--- src/design/an_regs_pkg.sv ---
// constants for the auto-negotiation expansion and next page transmit registers
package an_regs_pkg;
   // ----------------------------------------------------------------
   // register addresses
   // ----------------------------------------------------------------
   localparam logic [4:0]  EXPANSION_ADDR   = 5'h06;
   localparam logic [4:0]  NP_TRANSMIT_ADDR = 5'h07;
   localparam logic [4:0]  EXT_CTRL_ADDR    = 5'h10;
   localparam int          OVERRIDE_BIT     = 15;
   // ----------------------------------------------------------------
   // expansion register fields
   // ----------------------------------------------------------------
   localparam int          EXP_PD_FAULT     = 4;
   localparam int          EXP_LP_NP_ABLE   = 3;
   localparam int          EXP_NP_ABLE      = 2;
   localparam int          EXP_PAGE_RX      = 1;
   localparam int          EXP_LP_AN_ABLE   = 0;
   localparam int          EXP_RSVD_LSB     = 5;
   localparam logic [10:0] EXP_RSVD_RESET   = 11'h000;
   // ----------------------------------------------------------------
   // next page transmit fields
   // ----------------------------------------------------------------
   localparam int          NP_MORE          = 15;
   localparam int          NP_RSVD          = 14;
   localparam int          NP_MSG_PAGE      = 13;
   localparam int          NP_SECOND_ACKNOWLEDGE          = 12;
   localparam int          NP_TOGGLE        = 11;
   localparam int          NP_CODE_W        = 11;
   localparam int          BASE_TOGGLE_BIT  = 11;
   localparam logic        NP_MORE_RESET    = 1'b0;
   localparam logic        NP_MSG_RESET     = 1'b1;
   localparam logic        NP_SECOND_ACKNOWLEDGE_RESET    = 1'b0;
   localparam logic [10:0] NP_CODE_RESET    = 11'h001;
endpackage

--- src/design/autoneg_expansion_next_page_regs.sv ---
// auto-negotiation expansion status and next page transmit registers
// Behaviour
// RULE1 - expansion reserved bits 15:5 read zero
// RULE2 - controller writes reserved bits with defaults; the station zeroes only transmit bit 14, not expansion bits 15:5
// RULE3 - override-writable bits gated by override control
// RULE4 - parallel detection fault sets fault flag
// RULE5 - fault flag latches high
// RULE6 - partner next page bit sets partner flag
// RULE7 - local next page ability reads one
// RULE8 - new stored page sets page received
// RULE9 - page received clears on expansion read
// RULE10 - valid pulse bursts set partner able
// RULE11 - more pages bit drives outgoing page
// RULE12 - next pages only if partner supports
// RULE13 - transmit bit 14 reads zero
// RULE14 - message page bit, reset one
// RULE15 - second acknowledge bit, reset zero
// RULE16 - eleven-bit code field, reset 001h
// RULE17 - toggle inverts per sent page
// RULE18 - code field placed into outgoing page
// RULE19 - fault flag clears on read unless present
`timescale 1ns/1ps
`default_nettype none
module autoneg_expansion_next_page_regs
   import an_regs_pkg::*;
(
   // clock and reset
   input  wire logic        clk,
   input  wire logic        arst_n,
   // management register access
   input  wire logic [4:0]  mgmt_addr,
   input  wire logic        mgmt_wr,
   input  wire logic        mgmt_rd,
   input  wire logic [15:0] mgmt_wdata,
   output logic      [15:0] mgmt_rdata,
   // override control level
   input  wire logic        override_en,
   // events from the negotiation engine
   input  wire logic        pd_fault_evt,
   input  wire logic        lp_page_stored,
   input  wire logic        lp_more_pages,
   input  wire logic        flp_valid,
   input  wire logic        base_page_sent,
   input  wire logic        base_bit11,
   input  wire logic        np_page_sent,
   // outgoing next page code word and next page permission
   output logic      [15:0] np_tx_word,
   output logic             np_tx_allowed
);
   // ----------------------------------------------------------------
   // register state
   // ----------------------------------------------------------------
   logic        more_pages_flag_reg;
   logic        more_pages_flag_next;
   logic        message_page_flag_reg;
   logic        message_page_flag_next;
   logic        second_acknowledge_reg;
   logic        second_acknowledge_next;
   logic [10:0] code_reg;
   logic [10:0] code_next;
   logic [10:0] exp_rsvd_reg;
   logic [10:0] exp_rsvd_next;
   logic        lp_np_able_reg;
   logic        lp_np_able_next;
   logic        lp_an_able_reg;
   logic        lp_an_able_next;
   logic [15:0] rdata_reg;
   logic [15:0] rdata_next;
   logic        exp_rd;
   logic        pd_fault;
   logic        page_rx;
   logic        toggle;

   assign exp_rd = mgmt_rd && (mgmt_addr == EXPANSION_ADDR);

   // ----------------------------------------------------------------
   // latching status bits and toggle sequencer
   // ----------------------------------------------------------------
   // a fault still present at the read sets again in the same cycle
   latch_high_bit u_pd_fault (
      .clk      (clk),
      .arst_n   (arst_n),
      .set_in   (pd_fault_evt),       // [RULE4] [RULE5] [RULE19]
      .clear_rd (exp_rd),
      .flag     (pd_fault)
   );

   latch_high_bit u_page_rx (
      .clk      (clk),
      .arst_n   (arst_n),
      .set_in   (lp_page_stored),     // [RULE8]
      .clear_rd (exp_rd),             // [RULE9]
      .flag     (page_rx)
   );

   np_toggle_gen u_toggle (
      .clk            (clk),
      .arst_n         (arst_n),
      .base_page_sent (base_page_sent),
      .base_bit11     (base_bit11),
      .np_page_sent   (np_page_sent),  // [RULE17]
      .toggle         (toggle)
   );

   // ----------------------------------------------------------------
   // next values
   // ----------------------------------------------------------------
   always_comb begin
      more_pages_flag_next    = more_pages_flag_reg;
      message_page_flag_next  = message_page_flag_reg;
      second_acknowledge_next = second_acknowledge_reg;
      code_next               = code_reg;
      exp_rsvd_next           = exp_rsvd_reg;
      lp_np_able_next         = lp_np_able_reg;
      lp_an_able_next         = flp_valid;                 // [RULE10]
      if (lp_page_stored) begin
         lp_np_able_next = lp_more_pages;                  // [RULE6]
      end
      if (mgmt_wr && (mgmt_addr == NP_TRANSMIT_ADDR)) begin
         more_pages_flag_next    = mgmt_wdata[NP_MORE];     // [RULE11]
         message_page_flag_next  = mgmt_wdata[NP_MSG_PAGE]; // [RULE14]
         second_acknowledge_next = mgmt_wdata[NP_SECOND_ACKNOWLEDGE];     // [RULE15]
         code_next               = mgmt_wdata[NP_CODE_W-1:0]; // [RULE16]
      end
      // hidden state only; reserved bits never reach the read path
      if (mgmt_wr && (mgmt_addr == EXPANSION_ADDR) && override_en) begin
         exp_rsvd_next = mgmt_wdata[15:EXP_RSVD_LSB];      // [RULE3]
      end
   end

   // ----------------------------------------------------------------
   // read mux, registered
   // ----------------------------------------------------------------
   always_comb begin
      rdata_next = rdata_reg;
      if (mgmt_rd) begin
         rdata_next = 16'h0000;                            // [RULE1] [RULE13]
         case (mgmt_addr)
            EXPANSION_ADDR: begin
               rdata_next[EXP_PD_FAULT]   = pd_fault;
               rdata_next[EXP_LP_NP_ABLE] = lp_np_able_reg;
               rdata_next[EXP_NP_ABLE]    = 1'b1;          // [RULE7]
               rdata_next[EXP_PAGE_RX]    = page_rx;
               rdata_next[EXP_LP_AN_ABLE] = lp_an_able_reg;
            end
            NP_TRANSMIT_ADDR: begin
               rdata_next = np_tx_word;
            end
            default: begin
               rdata_next = 16'h0000;
            end
         endcase
      end
   end

   always_ff @(posedge clk or negedge arst_n) begin
      if (!arst_n) begin
         more_pages_flag_reg    <= NP_MORE_RESET;
         message_page_flag_reg  <= NP_MSG_RESET;
         second_acknowledge_reg <= NP_SECOND_ACKNOWLEDGE_RESET;
         code_reg               <= NP_CODE_RESET;
         exp_rsvd_reg           <= EXP_RSVD_RESET;
         lp_np_able_reg         <= 1'b0;
         lp_an_able_reg         <= 1'b0;
         rdata_reg              <= 16'h0000;
      end else begin
         more_pages_flag_reg    <= more_pages_flag_next;
         message_page_flag_reg  <= message_page_flag_next;
         second_acknowledge_reg <= second_acknowledge_next;
         code_reg               <= code_next;
         exp_rsvd_reg           <= exp_rsvd_next;
         lp_np_able_reg         <= lp_np_able_next;
         lp_an_able_reg         <= lp_an_able_next;
         rdata_reg              <= rdata_next;
      end
   end

   // ----------------------------------------------------------------
   // outgoing code word
   // ----------------------------------------------------------------
   always_comb begin
      np_tx_word              = 16'h0000;
      np_tx_word[NP_MORE]     = more_pages_flag_reg;       // [RULE11]
      np_tx_word[NP_RSVD]     = 1'b0;                      // [RULE13]
      np_tx_word[NP_MSG_PAGE] = message_page_flag_reg;
      np_tx_word[NP_SECOND_ACKNOWLEDGE]     = second_acknowledge_reg;
      np_tx_word[NP_TOGGLE]   = toggle;
      np_tx_word[NP_CODE_W-1:0] = code_reg;                // [RULE18]
   end

   // the engine must not send next pages to a partner without them
   assign np_tx_allowed = lp_np_able_reg;                  // [RULE12]
   assign mgmt_rdata    = rdata_reg;
endmodule
`default_nettype wire

--- src/design/latch_high_bit.sv ---
// latching-high status bit cleared by a register read
`timescale 1ns/1ps
`default_nettype none
module latch_high_bit (
   // clock and reset
   input  wire logic clk,
   input  wire logic arst_n,
   // event and clear
   input  wire logic set_in,
   input  wire logic clear_rd,
   // state
   output logic      flag
);
   logic flag_reg;
   logic flag_next;

   // set wins over a clear in the same cycle so no event is lost
   always_comb begin
      flag_next = flag_reg;
      if (clear_rd) begin
         flag_next = 1'b0;
      end
      if (set_in) begin
         flag_next = 1'b1;
      end
   end

   always_ff @(posedge clk or negedge arst_n) begin
      if (!arst_n) begin
         flag_reg <= 1'b0;
      end else begin
         flag_reg <= flag_next;
      end
   end

   assign flag = flag_reg;
endmodule
`default_nettype wire

--- src/design/np_toggle_gen.sv ---
// toggle bit sequencer for transmitted next page code words
`timescale 1ns/1ps
`default_nettype none
module np_toggle_gen (
   // clock and reset
   input  wire logic clk,
   input  wire logic arst_n,
   // page events
   input  wire logic base_page_sent,
   input  wire logic base_bit11,
   input  wire logic np_page_sent,
   // toggle value of the next page to send
   output logic      toggle
);
   logic tog_reg;
   logic tog_next;

   always_comb begin
      tog_next = tog_reg;
      if (base_page_sent) begin
         tog_next = ~base_bit11;
      end else if (np_page_sent) begin
         tog_next = ~tog_reg;
      end
   end

   always_ff @(posedge clk or negedge arst_n) begin
      if (!arst_n) begin
         tog_reg <= 1'b0;
      end else begin
         tog_reg <= tog_next;
      end
   end

   assign toggle = tog_reg;
endmodule
`default_nettype wire

--- config.mk ---
export PLATFORM = sky130hd
export DESIGN_NAME = autoneg_expansion_next_page_regs
export DESIGN_NICKNAME = d
export VERILOG_FILES = /design/src/design/an_regs_pkg.sv /design/src/design/autoneg_expansion_next_page_regs.sv /design/src/design/latch_high_bit.sv /design/src/design/np_toggle_gen.sv
export SDC_FILE = /design/constraint.sdc
export NUM_CORES = 1
export LEC_CHECK = 0
export BUFFER_PORTS_ARGS = -buffer_cell sky130_fd_sc_hd__buf_4
export CAP_MARGIN = 0
export CORE_AREA = 2 2 59 61
export CTS_CLUSTER_SIZE = 20
export DETAILED_ROUTE_END_ITERATION = 8
export DIE_AREA = 0 0 61 63
export GPL_ROUTABILITY_DRIVEN = 0
export PLACE_DENSITY = 0.76
export RECOVER_POWER = 100
export SLEW_MARGIN = 15
export SYNTH_ARGS = -nofsm -noshare
export SYNTH_HDL_FRONTEND = slang
export SYNTH_HIERARCHICAL = 1
export SYNTH_SLANG_ARGS = --single-unit
--- constraint.sdc ---
create_clock -name clk -period 1.1 [get_ports clk]
set_input_delay 0.11 -clock clk [delete_from_list [all_inputs] [get_ports clk]]
set_output_delay 0.11 -clock clk [all_outputs]
set_load 0.02 [all_outputs]
Word level (Yosys, flattened, before mapping)
Cells that the tools add are included.
- flip-flop bits (word level): 35
- word-level logic and storage cells: 26
- equal/unequal tests: 2
- multiplexer cells: 7
- bitwise gates (word level): 2
- reductions and logical operators: 5
- operators by type and width (cell ; number):
    $mux 11 ; 1
    $eq 5x3->1 const B ; 2
    $pmux 5 s2 ; 1
    $reduce_bool 2->1 ; 3
    $mux 1 ; 5
    $logic_and 1x1->1 ; 2
    $not 1->1 ; 2

Depth between registers and ports, before layout
Gate-level depths: netlist (run 1).
- depth in word-level cells: 4
- gate-level depth with buffers: 4

Cells and area by module
The synthesis (run 1) kept the hierarchy.
- by module, submodules not included (module ; times used ; cells an instance ; area an instance (µm²) ; sequential area each (µm²)):
    autoneg_expansion_next_page_regs ; 1 ; 82 ; 1281.2 ; 778.2
    latch_high_bit ; 2 ; 3 ; 36.3 ; 25.0
    np_toggle_gen ; 1 ; 3 ; 43.8 ; 25.0

Worst setup path before layout (run 1)
OpenSTA, ideal clock, no wires.
- path type: input -> register
- start: input port mgmt_addr[4]
- end: register code_reg[10]
- library setup time: 125 ps
- arrival: 949 ps
- required time: 975 ps
- setup slack: 26 ps
- cell stages on the path: 4
- cells stage by stage: nor3b_2 > nand4_2 > buf_6 > mux2_4
- word-level cells in the longest chain between the ends: 2
- ends and longest elaborated chain (what ; line ; RTL):
    start: declaration ; autoneg_expansion_next_page_regs.sv:31 ; input wire logic [4:0] mgmt_addr,
    $eq 5x3->1 ; autoneg_expansion_next_page_regs.sv:119 ; if (mgmt_wr && (mgmt_addr == NP_TRANSMIT_ADDR)) begin
    $logic_and 1x1->1 ; autoneg_expansion_next_page_regs.sv:119 ;
    end signal: assignment ; autoneg_expansion_next_page_regs.sv:170 ; code_reg <= code_next;
    end: declaration ; autoneg_expansion_next_page_regs.sv:59 ; logic [10:0] code_reg;
No other way between the ends.
A chain may end at the register's enable or synchronous reset.

Worst setup path after layout (run 1)
- start: register message_page_flag_reg
- end: output port np_tx_word[13]
- RTL lines (what ; line ; RTL):
    start: declaration ; autoneg_expansion_next_page_regs.sv:55 ; logic message_page_flag_reg;
    start signal: assignment ; autoneg_expansion_next_page_regs.sv:168 ; message_page_flag_reg <= message_page_flag_next;
    end: declaration ; autoneg_expansion_next_page_regs.sv:47 ; output logic [15:0] np_tx_word,
No word-level cell between the ends.

==> results of run 1 <==
==> cell families after synthesis <==
| group | Yosys count | share of synthesized area |
|---|---|---|
| flops | 34 | 0.611 |
| compound gates | 17 | 0.109 |
| mux | 16 | 0.155 |
| buf+inv | 12 | 0.0564 |
| simple gates | 10 | 0.0600 |
| xor+xnor | 1 | 0.00627 |
| other cells | 1 | 0.00268 |
==> timing repair <==
item | CTS | global route
gates resized for setup | 2 | 0
hold buffers | 21 | 0
endpoints found under the setup margin | 2 | 2
endpoints found under the hold margin | 51 | 0
gates cloned | 0 | 0
buffers inserted | 2 | 0
==> metal layers <==
layer	part of all wire	wire length (um)	global-route usage	vias up
met1	0.43	1390	0.246	521
met2	0.49	1570	0.302	59
met4	0.0056	18	0.0489	0
li1	-	-	-	497
met3	0.077	249	0.0600	2
met5	0	0	0	-
==> cells in the final DEF (no fill, tap or decap), drive strengths merged <==
master	netlist	routed
clkbuf	1	38
buf	8	36
dfrtp	32	32
dlygate4sd3	0	21
mux2	15	15
a22o	10	10
a221o	5	5
nor2b	4	4
inv	3	3
conb	1	2
a21o	2	2
nor3b	2	2
dfstp	2	2
nand4bb	1	1
nand4	1	1
nand2	1	1
nor2	1	1
xnor2	1	1
mux2i	1	1
==> area by class of cell <==
type	instances	area share
Tap cell	46	0.0277
Inverter	3	0.00542
Sequential cell	34	0.411
Clock buffer	8	0.0380
Multi-Input combinational cell	46	0.207
Timing Repair Buffer	87	0.310
==> where the power goes <==
group,internal [mW],total [mW],switching (mW)
Clock,0.437,0.833,0.396
Sequential,1.38,1.47,0.0946
Combinational,0.322,0.640,0.318
Total,2.14,2.95,0.809
==> per-stage QoR <==
stage	setup TNS, ns	cell area [um2]	worst slack [ns]
3_3_place_gp	-0.643	1900	-0.0594
2_1_floorplan	0	1400	0.0260
3_5_place_dp	-1.09	1900	-0.0928
6_report	-0.0369	2080	-0.0274
4_1_cts	-0.0446	2210	-0.0233
5_1_grt	-0.327	2080	-0.0690
==> worst min path at each step <==
| stage | endpoint | slack (ns) | depth (start not counted) |
|---|---|---|---|
| 6_report | u_toggle/toggle | 0.07 | 3 |
| 5_1_grt | u_toggle/toggle | 0.07 | 3 |
| 4_1_cts | u_toggle/toggle | 0.04 | 3 |
| 3_5_place_dp | mgmt_rdata[1] | 0.08 | 1 |
| 3_3_place_gp | np_tx_allowed | 0.07 | 1 |
| 2_1_floorplan | code_reg[10] | -0.19 | 0 |
==> results.toml, run 1 <==
[status]
run_status = "finished with violations"
violations = "negative setup slack"

[cells_and_area]
ff_latch_area_um2 = 853
layout.core_utilization = 0.642
largest_register_ff_count = 15
antennaDiodeCount = 0
nets = 210
multiInputGateArea_um2 = 430
stdcell_count = 224
areaGrowthSynthToFinish_pct = 48.5
nFillCells = 267
drive_gt1_frac = 0.455

[placed_design]
dpl.hpwl_um = 2090
dp.cells = 193
placement.io_buffers = 60

[clocking]
tritoncts = "built"
cts_clk_pin_slew_worst_paths_ns = 0.09
cts-buffers-inserted = 5
insertion_delay_ns = 0.33
cts_max_level = 2
clockBufferDepth = 2
cts.sinks = 34
root_buffer = "clkbuf_4"

[setup_path]
reg2reg_to = "mgmt_rdata[0]"
crit_type = "reg2out"
worst_ep_arrival_time_ns = 1.02
critical_path.slowest_cell = "dfstp_1"
cp_slowest_stage_delay_ns = 0.57
worst_setup_ep = "np_tx_word[13]"
critPathBufInv = 1
critical_path.cell_chain = "buf_6"
worst-path-max-fanout = 2
reg2regPathDepth = 2
total_number_of_cells_along_the_worst_setup_path = 1
setup.worst_path.end_class = "output pin"
critPathLaunch = "message_page_flag_reg"
required_ns = 0.99
ff_to_ff_start = "code_reg[0]"
critical_path.startpoint_type = "register"
ff2ff_setup_slack_ns = 0.17
critPathTopFamily = "flip-flops"

[global_routing]
antenna_found_initial = 0
grt_start_max_net_pins = 35
grt_use_total = 0.189
overflow = 0
grt_pass1_vias = 1204
grt_first_pass_wirelength_um = 5350

[synthesis]
synth.avg_cell_area_um2 = 15.4
ys_types = 20
ys.warnings.count = 6
synth_top_cells_by_area = "dfrtp_1 57%, mux2_4 11%, a22o_1 6.3%, mux2_2 4.0%, buf_4 3.8%"
commonest_cells_in_the_netlist = "32 x dfrtp_1, 10 x a22o_1, 10 x mux2_4"
synth_flop_cell = "dfrtp_1"
yosysTopAreaCell = "dfrtp_1"
ys_async_sr_fraction = 1.00
postSynthCellCount = 91
synth.yosys.seq_area_share = 0.611
synth_edf_count = 0
synth.top_cell.area_share = 0.573
yosys.cell_count.top_type = "dfrtp_1"
number_of_synthesized_register_bits = 34
synthesis.area_um2 = 1400

[sta]
maxSlewHeadroom = 0.458
worst-slew-pin-transition_ns = 0.812
grt_setup_unrepaired = "true"
post_route_worst_setup_slack_ns = -0.0274
worst_hold_slack_ns = 0.0678
fin_worst_skew_ns = 0.00819
timing.final.max_slew_violations = 0
fin_crit_ns = 1.13
final-hold-violation-count = 0
maxClockFrequency_mhz = 887
final-setup-viol-count = 2
final_period_utilization = 1.02

[worst_hold_path]
worst_hold_startpoint = "np_page_sent"
timing.hold.worst.class = "in2reg"

[drt]
drtAntennaViolNets = 0
vias_per_cell = 4.82
drc = 0
routedWlPerCell_um = 14.4
route.final.wire_length_um = 3230
drtPass1Iterations = 4
drtIter0Drc = 24
via_count = 1079

[die]
fp.coreArea_um2 = 3230
die_area_um2 = 3840
floorplan.die.width_um = 61
overall_die_height_um = 63
start_util = 0.432
top_level_ports = 66
rows = 21

[pwr]
finalPower_mw = 2.95
cellLeakagePower_nw = 1.05
worst_ir_drop_vdd_mv = 0.942
cellPowerDensity_nw_per_um2 = 1420

[flow_run]
max_cap_violations = 0
Power figures use the tool's default switching activity.
==> run 2, diff against run 1 <==
--- a/config.mk
+++ b/config.mk
@@ -17,5 +17,4 @@
 export SLEW_MARGIN = 15
 export SYNTH_ARGS = -nofsm -noshare
 export SYNTH_HDL_FRONTEND = slang
-export SYNTH_HIERARCHICAL = 1
 export SYNTH_SLANG_ARGS = --single-unit
==> run 2 against run 1 <==
The flow still finishes with violations (negative setup slack). Largest cell class unchanged. Non-clock buffer count up 1. Hold slack better by 0.0049 ns. Critical endpoint unchanged. Combinational power about the same. Register-to-register slack about the same. Maximum frequency up 1.6%. Wire length up 1.6%. Total power down 3.9%. First-iteration DRC count up 58%. Setup slack better by 0.018 ns. Clock skew up 0.0019 ns.
==> results.toml, run 2 <==
[cells_and_area]
drive_gt1_frac = 0.467
largest_register_ff_count = 15
final_design_instance_area_without_fill_um2 = 2060
layout.cells.most_common = "dfrtp_1"
antennaDiodeCount = 0
areaGrowthSynthToFinish_pct = 47.8
layout.core_utilization = 0.639
nets = 212
layout_common_cells = "32 x dfrtp_1, 28 x buf_4, 23 x clkbuf_2"

[global_routing]
grt_first_pass_wirelength_um = 5180
grt_start_max_net_pins = 35
overflow = 0
antenna_found_initial = 0
grt_use_total = 0.186
grt_pass1_vias = 1121

[synthesis]
yosys.cell_count.top_type = "dfrtp_1"
synthesis.area_um2 = 1400
synth.avg_cell_area_um2 = 15.2
synth_top_cells_by_area = "dfrtp_1 57%, mux2_4 11%, a22o_1 6.3%, mux2_2 4.0%, buf_4 3.8%"
synth_flop_cell = "dfrtp_1"
commonest_cells_in_the_netlist = "32 x dfrtp_1, 10 x a22o_1, 10 x mux2_4"
synth.top_cell.area_share = 0.573
yosysTopAreaCell = "dfrtp_1"
synth_edf_count = 0
postSynthCellCount = 92
ys_types = 21
number_of_synthesized_register_bits = 34
ys.warnings.count = 0
synth.yosys.seq_area_share = 0.611
ys_async_sr_fraction = 1.00

[setup_path]
cp_slowest_stage_delay_ns = 0.56
crit_type = "reg2out"
critical_path.startpoint_type = "register"
worst_ep_arrival_time_ns = 1.00
critPathLaunch = "message_page_flag_reg"
critPathBufInv = 1
critical_path.slowest_cell = "dfstp_2"
setup.worst_path.end_class = "output pin"
worst-path-max-fanout = 2
ff_to_ff_start = "code_reg[0]"
critPathTopFamily = "flip-flops"
required_ns = 0.99
critical_path.cell_chain = "buf_6"

[sta]
fin_tns_setup_ns = -0.0119
maxSlewHeadroom = 0.456
final_period_utilization = 1.01
timing.final.max_slew_violations = 0
final-hold-violation-count = 0
grt_setup_unrepaired = "true"
worst-slew-pin-transition_ns = 0.817
fin_worst_skew_ns = 0.0100
post_route_worst_setup_slack_ns = -0.00976
fin_crit_ns = 1.11
final-setup-viol-count = 2
maxClockFrequency_mhz = 901

[status]
violations = "negative setup slack"
run_status = "finished with violations"

[die]
die_area_um2 = 3840
rows = 21
floorplan.die.width_um = 61
start_util = 0.432
fp.coreArea_um2 = 3230
top_level_ports = 66
overall_die_height_um = 63

[drt]
route.final.wire_length_um = 3280
routedWlPerCell_um = 14.5
via_count = 1062
vias_per_cell = 4.70
drc = 0
drtPass1Iterations = 4
drtIter0Drc = 38
drtAntennaViolNets = 0

[clocking]
root_buffer = "clkbuf_4"
cts_clk_pin_slew_worst_paths_ns = 0.11
tritoncts = "built"
cts_max_level = 2
clockBufferDepth = 2
cts-buffers-inserted = 5
cts.sinks = 34
insertion_delay_ns = 0.33

[placed_design]
placement.io_buffers = 60
placedInstanceArea_um2 = 1890
dpl.hpwl_um = 2250

[flow_run]
max_cap_violations = 0

[pwr]
cellLeakagePower_nw = 1.08
cellPowerDensity_nw_per_um2 = 1370
worst_ir_drop_vdd_mv = 0.884

[worst_hold_path]
worst_hold_startpoint = "np_page_sent"
timing.hold.worst.class = "in2reg"
-- run 2: stage by stage --
stage	hold WS, ns	power, mW	std cells	setup slack (ns)
final	0.0727	2.83	226	-0.00976
after CTS	0.00108	2.95	218	-0.0258
after detailed placement	0.0726	2.16	195	-0.0852
after floorplan	-0.186	1.85	93	0.0260
after global routing	0.0692	2.99	226	-0.0586
after global placement	0.0666	2.13	195	-0.0652
-- run 2: power by group --
group	switching, mW	total [mW]	internal (mW)
sequential	0.0951	1.48	1.38
combinational	0.316	0.637	0.321
clock	0.411	0.718	0.307
-- run 2: metal layers --
metal	vias up	GRT usage	part of all wire
met2	30	0.324	0.57
met1	531	0.205	0.37
met4	0	0.0652	0.014
met3	6	0.0621	0.040
li1	495	-	-
met5	-	0	0
-- run 2: layout make-up --
type	count	area [um2]
repair buffers	88	651
well taps	46	57.6
multi-input cells	47	428
flip-flops and latches	34	853
clock inverters	2	12.5
clock buffers	6	51.3
inverters	3	11.3
fillers	262	1170
-- run 2: kinds of logic after synthesis --
group           Yosys count  share of synthesized area
buf+inv                  12                     0.0564
flops                    34                      0.611
xor+xnor                  1                    0.00627
other cells               1                    0.00269
simple gates             11                     0.0627
compound gates           18                      0.113
mux                      15                      0.148
-- run 2: final timing paths --
path / end / slack [ns] / cells past startpoint
max: np_tx_word[13] / -0.01 / 1
min: u_toggle.toggle / 0.07 / 4
max reg2reg: mgmt_rdata[0] / 0.18 / 2
min reg2reg: mgmt_rdata[0] / 0.50 / 1
max in group asynchronous: np_tx_allowed / 0.17 / 2
min in group asynchronous: code_reg[9] / 0.41 / 2
-- run 2: worst min-delay path, cell delays in order --
cell and delay (ns):
buf_4 0.08, xor2_1 0.05, nor2_1 0.08, a21oi_1 0.05
-- run 2: timing repair --
item | 4_1_cts | 5_1_grt
resized for setup | 2 | 0
endpoints found under the hold margin | 43 | 8
hold buffers | 13 | 8
buffers inserted | 2 | 0
endpoints found under the setup margin | 2 | 2
